## src/design/qsmr_pkg.sv

```systemverilog
// package of constants and types for the mapped flash read engine
package qsmr_pkg;

  // -------------------------------------------------------------------
  // system bus encodings
  // -------------------------------------------------------------------
  localparam logic [2:0]  HSIZE_WORD   = 3'h2;
  localparam logic [31:0] ADDR_STEP    = 32'h0000_0004;
  localparam int          WINDOW_BITS  = 20;   // one megabyte window

  // -------------------------------------------------------------------
  // link timing, in system clock cycles (200 MHz)
  // -------------------------------------------------------------------
  localparam logic [1:0]  DIV_LAST     = 2'h1; // half link period - 1
  localparam logic [2:0]  HS_CYCLES    = 3'h4; // end plus start handshake

  // -------------------------------------------------------------------
  // phase lengths in quad nibbles
  // -------------------------------------------------------------------
  localparam logic [4:0]  NIB_HI8      = 5'h02;
  localparam logic [4:0]  NIB_16       = 5'h04;
  localparam logic [4:0]  NIB_XIP      = 5'h02;
  localparam logic [4:0]  NIB_DUMMY    = 5'h04; // undriven dummy clocks
  localparam logic [4:0]  NIB_WORD     = 5'h08;
  localparam logic [4:0]  NIB_LAST     = 5'h01;

  // -------------------------------------------------------------------
  // fifo and fetch counts
  // -------------------------------------------------------------------
  localparam logic [1:0]  FIFO_LAST    = 2'h2; // highest entry index
  localparam logic [1:0]  WORDS_PREF   = 2'h3; // one returned, two ahead
  localparam logic [1:0]  WORDS_ONE    = 2'h1;

  // engine states, one-hot
  typedef enum logic [4:0] {
    ST_IDLE  = 5'b00001,
    ST_SELHI = 5'b00010,
    ST_HSK   = 5'b00100,
    ST_SHIFT = 5'b01000,
    ST_HOLD  = 5'b10000
  } qsmr_state_e;

  // link phases, one-hot
  typedef enum logic [3:0] {
    PH_ADDR_HI = 4'b0001,
    PH_ADDR_LO = 4'b0010,
    PH_DUMMY   = 4'b0100,
    PH_DATA    = 4'b1000
  } qsmr_phase_e;

  // address phase of a system bus transfer
  typedef struct packed {
    logic        sel;
    logic [1:0]  trans;
    logic        write;
    logic [2:0]  size;
    logic [31:0] addr;
  } qsmr_req_s;

endpackage

```

## src/design/qsmr_top.sv

```systemverilog
// mapped flash read engine with transmit and receive dma request generation
`timescale 1ns/1ps

module qsmr_top
  import qsmr_pkg::*;
(
  input  wire logic        sys_clk,
  input  wire logic        resetn,
  input  wire logic        tx_empty_flag,
  input  wire logic        rx_full_flag,
  input  wire logic        tx_empty_dma_req_enable,
  input  wire logic        rx_full_dma_req_enable,
  output logic             tx_dma_req,
  output logic             rx_dma_req,
  input  wire logic        master_select_output,
  input  wire logic        mapped_access_enable,
  input  wire logic [11:0] flash_remap_base,
  input  wire logic        address_width_select,
  input  wire logic [7:0]  xip_activation_byte,
  input  wire logic [3:0]  select_high_time,
  output logic             mapped_access_busy,
  input  wire qsmr_req_s   bus_req,
  output logic             hready,
  output logic [31:0]      hrdata,
  output logic             flash_clk,
  output logic             slave_select_n,
  input  wire logic [3:0]  flash_io_in,
  output logic [3:0]       flash_io_out,
  output logic [3:0]       flash_io_oe
);

  // -------------------------------------------------------------------
  // storage
  // -------------------------------------------------------------------
  qsmr_state_e state_q;
  qsmr_phase_e phase_q;
  logic [1:0]  div_q;
  logic [4:0]  nib_q;
  logic [2:0]  hs_q;
  logic [4:0]  gap_q;
  logic        sclk_q;
  logic        ss_n_q;
  logic        ss_hold_q;
  logic [3:0]  oe_q;
  logic [31:0] sh_out_q;
  logic [31:0] sh_in_q;
  logic [1:0]  words_q;
  logic [31:0] fl_addr_q;
  logic        session_q;
  logic        busy_q;
  logic        en_q;
  logic [3:0]  io_meta_q;
  logic [3:0]  io_sync_q;
  logic        hready_q;
  logic [31:0] hrdata_q;
  logic        pend_q;
  logic        seq_ok_q;
  logic [31:0] exp_addr_q;
  logic [31:0] fifo_q [0:2];
  logic [1:0]  wp_q;
  logic [1:0]  rp_q;
  logic [1:0]  lvl_q;
  logic        tx_req_q;
  logic        rx_req_q;

  // -------------------------------------------------------------------
  // decode of the bus request
  // -------------------------------------------------------------------
  logic        acc;
  logic        is_word;
  logic        seq_hit;
  logic        fifo_hit;
  logic        seq_wait;
  logic        nonseq;
  logic [31:0] new_addr;
  logic        tick;
  logic        phase_end;
  logic        word_done;
  logic [31:0] word_val;
  logic [31:0] sh_in_d;
  logic        push;
  logic        pop;
  logic        restart;
  logic        ss_n_d;

  // reads only; writes to the area complete without effect
  assign acc      = bus_req.sel & bus_req.trans[1] & ~bus_req.write
                  & hready_q & mapped_access_enable;
  assign is_word  = bus_req.size == HSIZE_WORD;
  assign seq_hit  = acc & seq_ok_q & is_word
                  & (bus_req.addr == exp_addr_q);
  assign fifo_hit = seq_hit & (lvl_q != 2'h0);
  assign seq_wait = seq_hit & (lvl_q == 2'h0);
  assign nonseq   = acc & ~seq_hit;
  // window offset of the bus address placed on the remap base
  assign new_addr = {flash_remap_base,
                     bus_req.addr[WINDOW_BITS-1:0]};

  // link timing events
  assign tick      = div_q == DIV_LAST;
  assign phase_end = (state_q == ST_SHIFT) & tick & sclk_q
                   & (nib_q == NIB_LAST);
  assign word_done = phase_end & (phase_q == PH_DATA);
  // flash delivers the lowest byte first
  assign sh_in_d   = {sh_in_q[27:0], io_sync_q};
  assign word_val  = {sh_in_d[7:0], sh_in_d[15:8],
                      sh_in_d[23:16], sh_in_d[31:24]};
  assign push      = word_done & ~pend_q & ~nonseq;
  assign pop       = fifo_hit;
  assign restart   = (state_q == ST_HOLD) & pend_q & (lvl_q == 2'h0);

  // select: engine owns it while mapped, held off after disable
  assign ss_n_d = mapped_access_enable ? (state_q == ST_SELHI)
                : ((ss_hold_q | ~master_select_output)
                   & ~sclk_q & ~(|oe_q));  // wait for the link to park

  // -------------------------------------------------------------------
  // dma requests and pin synchroniser
  // -------------------------------------------------------------------
  // level requests drop one cycle after the register access clears the flag
  always_ff @(posedge sys_clk) begin
    if (!resetn) begin
      tx_req_q  <= 1'b0;
      rx_req_q  <= 1'b0;
      io_meta_q <= 4'h0;
      io_sync_q <= 4'h0;
    end else begin
      tx_req_q  <= tx_empty_flag & tx_empty_dma_req_enable;
      rx_req_q  <= rx_full_flag & rx_full_dma_req_enable;
      io_meta_q <= flash_io_in;
      io_sync_q <= io_meta_q;
    end
  end

  // -------------------------------------------------------------------
  // select ownership and busy
  // -------------------------------------------------------------------
  // after disable, select stays high until software drops its own bit,
  // so a stale software assert cannot re-select the flash
  always_ff @(posedge sys_clk) begin
    if (!resetn) begin
      en_q      <= 1'b0;
      ss_hold_q <= 1'b0;
      ss_n_q    <= 1'b1;
      busy_q    <= 1'b0;
    end else begin
      en_q   <= mapped_access_enable;
      ss_n_q <= ss_n_d;
      // a parked frame is not busy; a stalling request is, from its edge
      busy_q <= (state_q != ST_IDLE && state_q != ST_HOLD) | pend_q
              | (acc & ~fifo_hit);
      if (en_q && !mapped_access_enable) begin
        ss_hold_q <= 1'b1;
      end else if (!master_select_output) begin
        ss_hold_q <= 1'b0;
      end
    end
  end

  // -------------------------------------------------------------------
  // link engine
  // -------------------------------------------------------------------
  // a disable lets a high clock half period finish so the flash never
  // sees a runt clock pulse on a disable
  always_ff @(posedge sys_clk) begin
    if (!resetn) begin
      state_q   <= ST_IDLE;
      phase_q   <= PH_ADDR_HI;
      div_q     <= 2'h0;
      nib_q     <= 5'h00;
      hs_q      <= 3'h0;
      gap_q     <= 5'h00;
      sclk_q    <= 1'b0;
      oe_q      <= 4'h0;
      sh_out_q  <= 32'h0000_0000;
      sh_in_q   <= 32'h0000_0000;
      words_q   <= 2'h0;
      fl_addr_q <= 32'h0000_0000;
      session_q <= 1'b0;
    end else if (!mapped_access_enable) begin
      div_q <= tick ? 2'h0 : div_q + 2'h1;
      if (!sclk_q || tick) begin
        state_q   <= ST_IDLE;
        sclk_q    <= 1'b0;
        oe_q      <= 4'h0;
        session_q <= 1'b0;
      end
    end else if (nonseq) begin
      // first read skips the gap: select is already low
      state_q   <= session_q ? ST_SELHI : ST_HSK;
      gap_q     <= {select_high_time, 1'b1};
      hs_q      <= HS_CYCLES;
      phase_q   <= PH_ADDR_HI;
      fl_addr_q <= new_addr;
      words_q   <= is_word ? WORDS_PREF : WORDS_ONE;
      sclk_q    <= 1'b0;
      oe_q      <= 4'h0;
      div_q     <= 2'h0;
    end else begin
      div_q <= tick ? 2'h0 : div_q + 2'h1;
      case (state_q)
        ST_SELHI: begin
          if (tick) begin
            gap_q <= gap_q - 5'h01;
            if (gap_q == 5'h00) begin
              state_q <= ST_HSK;
            end
          end
        end
        ST_HSK: begin
          hs_q <= hs_q - 3'h1;
          if (hs_q == 3'h0) begin
            state_q <= ST_SHIFT;
            div_q   <= 2'h0;
            case (phase_q)
              PH_ADDR_HI: begin
                session_q <= 1'b1;
                oe_q      <= 4'hF;
                if (address_width_select) begin
                  sh_out_q <= {fl_addr_q[31:16], 16'h0000};
                  nib_q    <= NIB_16;
                end else begin
                  sh_out_q <= {fl_addr_q[23:16], 24'h000000};
                  nib_q    <= NIB_HI8;
                end
              end
              PH_ADDR_LO: begin
                sh_out_q <= {fl_addr_q[15:0], 16'h0000};
                nib_q    <= NIB_16;
              end
              PH_DUMMY: begin
                sh_out_q <= {xip_activation_byte, 24'h000000};
                nib_q    <= NIB_XIP + NIB_DUMMY;
              end
              default: begin
                oe_q  <= 4'h0;
                nib_q <= NIB_WORD;
              end
            endcase
          end
        end
        ST_SHIFT: begin
          if (tick) begin
            sclk_q <= ~sclk_q;
            // the synchroniser lags by one half period, so the nibble seen
            // at the fall is the one that stood on the lines at the rise
            if (sclk_q) begin
              sh_in_q  <= sh_in_d;
              sh_out_q <= {sh_out_q[27:0], 4'h0};
              nib_q    <= nib_q - 5'h01;
              if (phase_q == PH_DUMMY && nib_q == NIB_DUMMY + NIB_LAST) begin
                oe_q <= 4'h0;   // release lines for turnaround
              end
              if (nib_q == NIB_LAST) begin
                hs_q    <= HS_CYCLES;
                state_q <= ST_HSK;
                case (phase_q)
                  PH_ADDR_HI: phase_q <= PH_ADDR_LO;
                  PH_ADDR_LO: phase_q <= PH_DUMMY;
                  PH_DUMMY:   phase_q <= PH_DATA;
                  default: begin
                    words_q <= words_q - 2'h1;
                    if (words_q == WORDS_ONE) begin
                      state_q <= ST_HOLD;
                    end
                  end
                endcase
              end
            end
          end
        end
        ST_HOLD: begin
          // select stays low; the flash resumes the stream on more clocks
          if (restart) begin
            state_q <= ST_HSK;
            hs_q    <= HS_CYCLES;
            phase_q <= PH_DATA;
            words_q <= WORDS_PREF;
          end
        end
        default: begin
          state_q <= ST_IDLE;
        end
      endcase
    end
  end

  // -------------------------------------------------------------------
  // bus answer and prefetch fifo
  // -------------------------------------------------------------------
  always_ff @(posedge sys_clk) begin
    if (!resetn) begin
      hready_q   <= 1'b1;
      hrdata_q   <= 32'h0000_0000;
      pend_q     <= 1'b0;
      seq_ok_q   <= 1'b0;
      exp_addr_q <= 32'h0000_0000;
      wp_q       <= 2'h0;
      rp_q       <= 2'h0;
      lvl_q      <= 2'h0;
    end else if (!mapped_access_enable) begin
      // a stalled read is completed with zero rather than hanging the bus
      hready_q <= 1'b1;
      pend_q   <= 1'b0;
      seq_ok_q <= 1'b0;
      wp_q     <= 2'h0;
      rp_q     <= 2'h0;
      lvl_q    <= 2'h0;
      if (pend_q) begin
        hrdata_q <= 32'h0000_0000;
      end
    end else if (nonseq) begin
      hready_q   <= 1'b0;
      pend_q     <= 1'b1;
      seq_ok_q   <= is_word;
      exp_addr_q <= bus_req.addr + ADDR_STEP;
      wp_q       <= 2'h0;
      rp_q       <= 2'h0;
      lvl_q      <= 2'h0;
    end else begin
      if (seq_hit) begin
        exp_addr_q <= exp_addr_q + ADDR_STEP;
      end
      if (seq_wait) begin
        hready_q <= 1'b0;
        pend_q   <= 1'b1;
      end else if (fifo_hit) begin
        hrdata_q <= fifo_q[rp_q];
      end else if (word_done && pend_q) begin
        hrdata_q <= word_val;
        hready_q <= 1'b1;
        pend_q   <= 1'b0;
      end
      if (push) begin
        wp_q <= (wp_q == FIFO_LAST) ? 2'h0 : wp_q + 2'h1;
      end
      if (pop) begin
        rp_q <= (rp_q == FIFO_LAST) ? 2'h0 : rp_q + 2'h1;
      end
      lvl_q <= lvl_q + {1'b0, push} - {1'b0, pop};
    end
  end

  // fifo entries, written by index
  always_ff @(posedge sys_clk) begin
    if (push && mapped_access_enable) begin
      fifo_q[wp_q] <= word_val;
    end
  end

  // -------------------------------------------------------------------
  // outputs straight from flops
  // -------------------------------------------------------------------
  assign tx_dma_req         = tx_req_q;
  assign rx_dma_req         = rx_req_q;
  assign mapped_access_busy = busy_q;
  assign hready             = hready_q;
  assign hrdata             = hrdata_q;
  assign flash_clk          = sclk_q;
  assign slave_select_n     = ss_n_q;
  assign flash_io_out       = sh_out_q[31:28];
  assign flash_io_oe        = oe_q;

endmodule // qsmr_top

```

## config.mk

```make
export PLATFORM = sky130hd
export DESIGN_NAME = qsmr_top
export DESIGN_NICKNAME = d
export VERILOG_FILES = /design/src/design/qsmr_pkg.sv /design/src/design/qsmr_top.sv
export SDC_FILE = /design/constraint.sdc
export NUM_CORES = 1
export LEC_CHECK = 0
export BUFFER_PORTS_ARGS = -buffer_cell sky130_fd_sc_hd__buf_2
export CORE_MARGIN = 2
export CORE_UTILIZATION = 55
export DETAILED_ROUTE_END_ITERATION = 8
export PLACE_DENSITY_LB_ADDON = 0.3
export SYNTH_ARGS = -nofsm -noshare
export SYNTH_HDL_FRONTEND = slang
export SYNTH_SLANG_ARGS = --single-unit
```

## constraint.sdc

```tcl
create_clock -name sys_clk -period 16.5 [get_ports sys_clk]
set_input_delay 4.125 -clock sys_clk [delete_from_list [all_inputs] [get_ports sys_clk]]
set_output_delay 4.125 -clock sys_clk [all_outputs]
set_load 0.05 [all_outputs]
```

# After elaboration in Yosys (flattened, before gate mapping)
# Memory sizes are Yosys's and may differ from the RTL's. A register that Yosys moved wholly into a read port is not among the register bits.
# Index checks and enable logic that the tools add are counted.
word_totals:
  regBits: 211
  mem_bits_rw: 96
  in_bits: 76
  out_inout_bits: 46
  elab_cells: 265
  n_memories: 1
mem_list:
  columns: ["name", "words", "word_bits", "rd", "rd_ports_with_merged_regs", "write_ports", "line_no", "source"]
  rows:
  - ["fifo_q", 3, 32, 1, 1, 1, "qsmr_top.sv:59", "logic [31:0] fifo_q [0:2];"]
op_classes:
  add_sub_neg: 11
  eq_ne: 48
  n_mux: 99
  n_bitwise: 36
  n_reduce_logical: 41
op_table:
  columns: ["cell", "count"]
  rows:
  - ["$mux W32", 12]
  - ["$pmux W32 S3", 1]
  - ["$mux W5", 18]
  - ["$add A32 B3 Y32 const B", 2]
  - ["$pmux W32 S2", 1]
  - ["$mux W4", 12]
  - ["$eq A32 B32 Y1", 1]
  - ["$mux W2", 16]
  - ["$ne A4 B4 Y1 const B", 7]
  - ["$reduce_and A7 Y1", 4]
  - ["$pmux W4 S2", 3]
  - ["$and A1 B1 Y1", 23]
  - ["$mux W1", 23]
  - ["$mux W3", 7]
  - ["$pmux W5 S4", 1]
  - ["$pmux W5 S3", 1]
  - ["$reduce_bool A2 Y1", 7]
  - ["$ne A3 B1 Y1 const B", 4]
  - ["$ne A3 B3 Y1 const B", 4]
  - ["$ne A4 B3 Y1 const B", 3]
  - ["$pmux W4 S3", 1]
  - ["$reduce_and A6 Y1", 2]
  - ["$eq A5 B3 Y1 const B", 2]
  - ["$ne A2 B2 Y1 const B", 5]
  - ["other kinds (44)", 75]

# Logic depth before layout (Yosys ltp)
depth:
  word_depth: 14
  mapped_depth: 18
  depth_no_buf: 15

# Worst setup path before layout
# OpenSTA, ideal clock, no wires.
synth_path:
  path_kind: "input-to-reg"
  from: "input bus_req[11] (netlist bit)"
  to: "memory fifo_q[0][0] (enable)"
  setup_time_ns: 0.502
  t_arrival_ns: 8.670
  t_required_ns: 15.998
  setup_slack_ns: 7.328
  path_stages: 7
  path_cell_list: "clkbuf_1 > xnor2_1 > nand4_1 > or4_1 > nor3_2 > o21ai_1 > nor4_1"
synth_between:
  elab_chain_len: 9
synth_lines:
  columns: ["item", "line_no", "source"]
  rows:
  - ["from (decl)", "qsmr_top.sv:22", "input wire qsmr_req_s bus_req,"]
  - ["$eq A32 B32 Y1", "qsmr_top.sv:91", "& (bus_req.addr == exp_addr_q);"]
  - ["$and A1 B1 Y1", "qsmr_top.sv:91", null]
  - ["$not A1 Y1", "qsmr_top.sv:94", "assign nonseq = acc & ~seq_hit;"]
  - ["$and A1 B1 Y1", "qsmr_top.sv:94", null]
  - ["$not A1 Y1 (no source line)", null, null]
  - ["$and A1 B1 Y1", "qsmr_top.sv:108", "assign push = word_done & ~pend_q & ~nonseq;"]
  - ["$logic_and A1 B1 Y1", "qsmr_top.sv:346", "if (push && mapped_access_enable) begin"]
  - ["$mux W1", "qsmr_top.sv:346", null]
  - ["$mux W1 (not written as such)", "qsmr_top.sv:347", "fifo_q[wp_q] <= word_val;"]
  - ["to (decl)", "qsmr_top.sv:59", null]
# Every way passes these cells.

# Worst setup path after layout
layout_path:
  from: "input mapped_access_enable"
  to: "register exp_addr_q[28]"
layout_between:
  elab_chain_len: 8
  elab_cells_between_ends: 9
layout_lines:
  columns: ["item", "line_no", "source"]
  rows:
  - ["from (decl)", "qsmr_top.sv:16", "input wire logic mapped_access_enable,"]
  - ["$and A1 B1 Y1", "qsmr_top.sv:88", "& hready_q & mapped_access_enable;"]
  - ["$and A1 B1 Y1 (2 in a row)", "qsmr_top.sv:90", "assign seq_hit = acc & seq_ok_q & is_word"]
  - ["$and A1 B1 Y1", "qsmr_top.sv:91", null]
  - ["$not A1 Y1", "qsmr_top.sv:94", null]
  - ["$and A1 B1 Y1", "qsmr_top.sv:94", null]
  - ["$reduce_bool A2 Y1 (no source line)", null, null]
  - ["$reduce_and A2 Y1 (no source line)", null, null]
  - ["to (signal assigned)", "qsmr_top.sv:316", "exp_addr_q <= bus_req.addr + ADDR_STEP;"]
  - ["to (signal assigned)", "qsmr_top.sv:322", "exp_addr_q <= exp_addr_q + ADDR_STEP;"]
  - ["to (decl)", "qsmr_top.sv:58", "logic [31:0] exp_addr_q;"]
# Several ways; a longest one is shown, not always the timed one.
# A chain may end at the register's enable or synchronous reset.

==> flow_summary.yaml <==
outcome:
  status: "finished, final reports clean"
power_and_ir_drop:
  p_leak_uw: 0.005198
  ir_worst_vdd_v: 0.00007922
  power.density_nw_per_um2: 97.10
synth:
  synth_seq_cells: 290
  yosys.cell_count.top_type: "nand2_1"
  synthArstFlopShare: 0
  syn_nets: 1566
  yosysTopAreaCellShare: 0.2870
  synth.yosys.seq_area_share: 0.5001
  synth_ff_type: "dfxtp_1"
  synth_enable_flop_cells: 96
  synth.top_cells.by_count: "nand2_1 (234), dfxtp_1 (194), a21oi_1 (131), o21ai_0 (102), edfxtp_1 (96)"
  netlist_area_um2: 13530
  postSynthCellCount: 1481
  yosys-top-cells-area: "dfxtp_1 (29%), edfxtp_1 (21%), nand2_1 (6.5%)"
  yosys.area.top_type: "dfxtp_1"
  ys_types: 73
  syn_avg_cell_area_um2: 9.136
  ys_warn_count: 0
floorplan:
  num_rows: 57
  die_area_um2: 25870
  die_w_um: 160.8
  dieHeight_um: 160.8
  ios: 122
  initial_core_util: 0.5580
  core_area_um2: 24250
global_route:
  grt_pass1_vias: 11020
  grt_usage: 0.2678
  overflow: 0
  grt_pass1_wl_um: 56880
  grt_max_degree: 75
  antenna_found_initial: 0
clocking:
  clock_latency_ns: 0.57
  path_clk_slew_ns: 0.06
  cts_sinks: 290
  htreeDepth: 1
  cts_buffers: 30
  cts_tree: "built"
  cts_resized: 0
  ctsHoldBuffers: 0
  root_buffer: "clkbuf_16"
  cts_setup_buffers: 0
  clk_path_buf_depth: 3
drt:
  routedWlPerCell_um: 19.07
  route.detailed.drc: 0
  drt_iter0_markers: 1133
  drtPass1Iterations: 5
  drt-vias-per-instance: 6.274
  drt-total-wl_um: 35740
  num_vias: 11760
  drtAntennaViolNets: 0
finish:
  final_area_um2: 15200
  antenna_cells: 0
  syn_to_final_growth_pct: 12.32
  finalNetCount: 1611
  layout-drive-gt1-share: 0.1413
place:
  port_buffers: 120
  placed_area_um2: 14230
  dp_hpwl_um: 22490
  gp_congestion: 0.9146
setup_path:
  crit_required_ns: 16.94
  critPathKind: "primary input to flop"
  arrival_ns: 9.00
  start_kind: "primary input"
  crit_path_end_kind: "flop"
  cp_max_fo: 54
sta:
  fin_worst_skew_ns: 0.01834
  fmax_mhz: 116.9
  worst_pin_slew_ns: 1.172
  rsz0062_at_grt: "no"
  final-hold-violation-count: 0
  period_share: 0.5187
  final.min_clock_period_ns: 8.558
  maxSlewHeadroom: 0.2166
  tns_ns: 0
  finalSetupViolCount: 0
  drv_slew: 0
hold_path:
  hold_path_class: "flop to flop"
flow_run:
  maxCapViolations: 0
## cell type report
type / count / area (um2)
repair buffers: 138 / 738.2
well taps: 324 / 405.4
multi-input cells: 1039 / 6212
flip-flops and latches: 290 / 6769
clock buffers: 44 / 875.8
fillers: 2080 / 9051
inverters: 27 / 102.6
clock inverters: 12 / 93.84
## critical path, stage by stage
cell	delay, ns
buf_2	0.08
buf_4	0.55
nand4_1	0.17
buf_4	0.35
nor2_4	0.97
nand2_1	0.20
nand2_1	0.11
ha_1	0.36
nand3_1	0.24
nor3_1	0.77
and3_1	0.41
nor2b_1	0.21
o21ai_0	0.09
a221oi_1	0.32
## logic make-up (layout without fill, tap and decap cells)
logic type	Yosys count	count (layout)	synth area share
mux	55	55	0.04087
simple gates	543	543	0.1972
buf+inv	152	221	0.04633
xor+xnor	35	35	0.02266
flops	290	290	0.5001
fa+ha+maj	9	9	0.008323
compound gates	397	397	0.1845
## through the flow
stage                     worst slack (ns)  hold slack [ns]  total power (uW)  utilization  instances
after CTS                            8.105           0.4354              1483       0.6267       1874
after detailed placement             7.577           0.4211             835.1       0.5867       1818
after global placement               7.590           0.4176             833.6       0.5867       1818
final                                7.942           0.4314              1476       0.6267       1874
after global routing                 7.543           0.4405              1520       0.6267       1874
after floorplan                      7.328           0.4119             807.9            -       1481
## power breakdown
part	total (uW)	internal (uW)	switching, uW
Clock	654	370	284
Sequential	747	740	7.23
Combinational	73.9	25.1	48.8
Total	1480	1140	340
## registers in the layout (all words and copies together) (netlist names), 2 cells and up, named ones only
signal	flops
io_sync_q	4
lvl_q	2
phase_q	4
io_meta_q	4
hs_q	3
fl_addr_q	32
fifo_q	96
rp_q	2
div_q	2
hrdata	32
state_q	5
sh_in_q	28
nib_q	5
words_q	2
sh_out_q	16
gap_q	5
wp_q	2
exp_addr_q	32
## cells in the final DEF, fill, tap and decap left out, types with 9 or more instances in the layout
master	netlist	final
clkbuf_16	0	32
mux2i_1	53	53
nor4_1	17	15
a31oi_1	16	16
and2_1	13	13
a21oi_1	131	130
o211ai_1	13	13
nand2_1	234	233
o311ai_0	9	9
ha_1	9	9
nor3_1	31	31
buf_2	12	119
o22ai_1	12	12
nand4_1	35	35
xnor2_1	33	33
dfxtp_1	194	192
nor3b_1	12	12
or3_1	14	14
a22oi_1	10	10
buf_4	7	19
nand3_1	75	75
nor2_1	46	44
o21ai_0	102	102
clkbuf_1	89	9
and3_1	21	21
edfxtp_1	96	96
inv_1	26	26
a32oi_1	32	32
## metal layers
| layer | vias to the layer above | global-route usage | share of wire |
|---|---|---|---|
| met5 | - | 0 | 0 |
| met3 | 87 | 0.03435 | 0.072 |
| met4 | 0 | 0.07914 | 0.026 |
| li1 | 5558 | - | - |
| met2 | 546 | 0.4579 | 0.48 |
| met1 | 5567 | 0.3574 | 0.42 |
## final timing paths
| path | start | end | slack (ns) | cells after the start |
|---|---|---|---|---|
| worst min-delay path | io_meta_q[1] | io_sync_q[1] | 0.43 | 1 |
| worst max register to register | exp_addr_q[21] | exp_addr_q[28] | 11.54 | 14 |
| worst max-delay path | mapped_access_enable | exp_addr_q[28] | 7.94 | 14 |
| worst min register to register | io_meta_q[1] | io_sync_q[1] | 0.43 | 1 |
No activity file was read; power rests on OpenSTA's default activity.
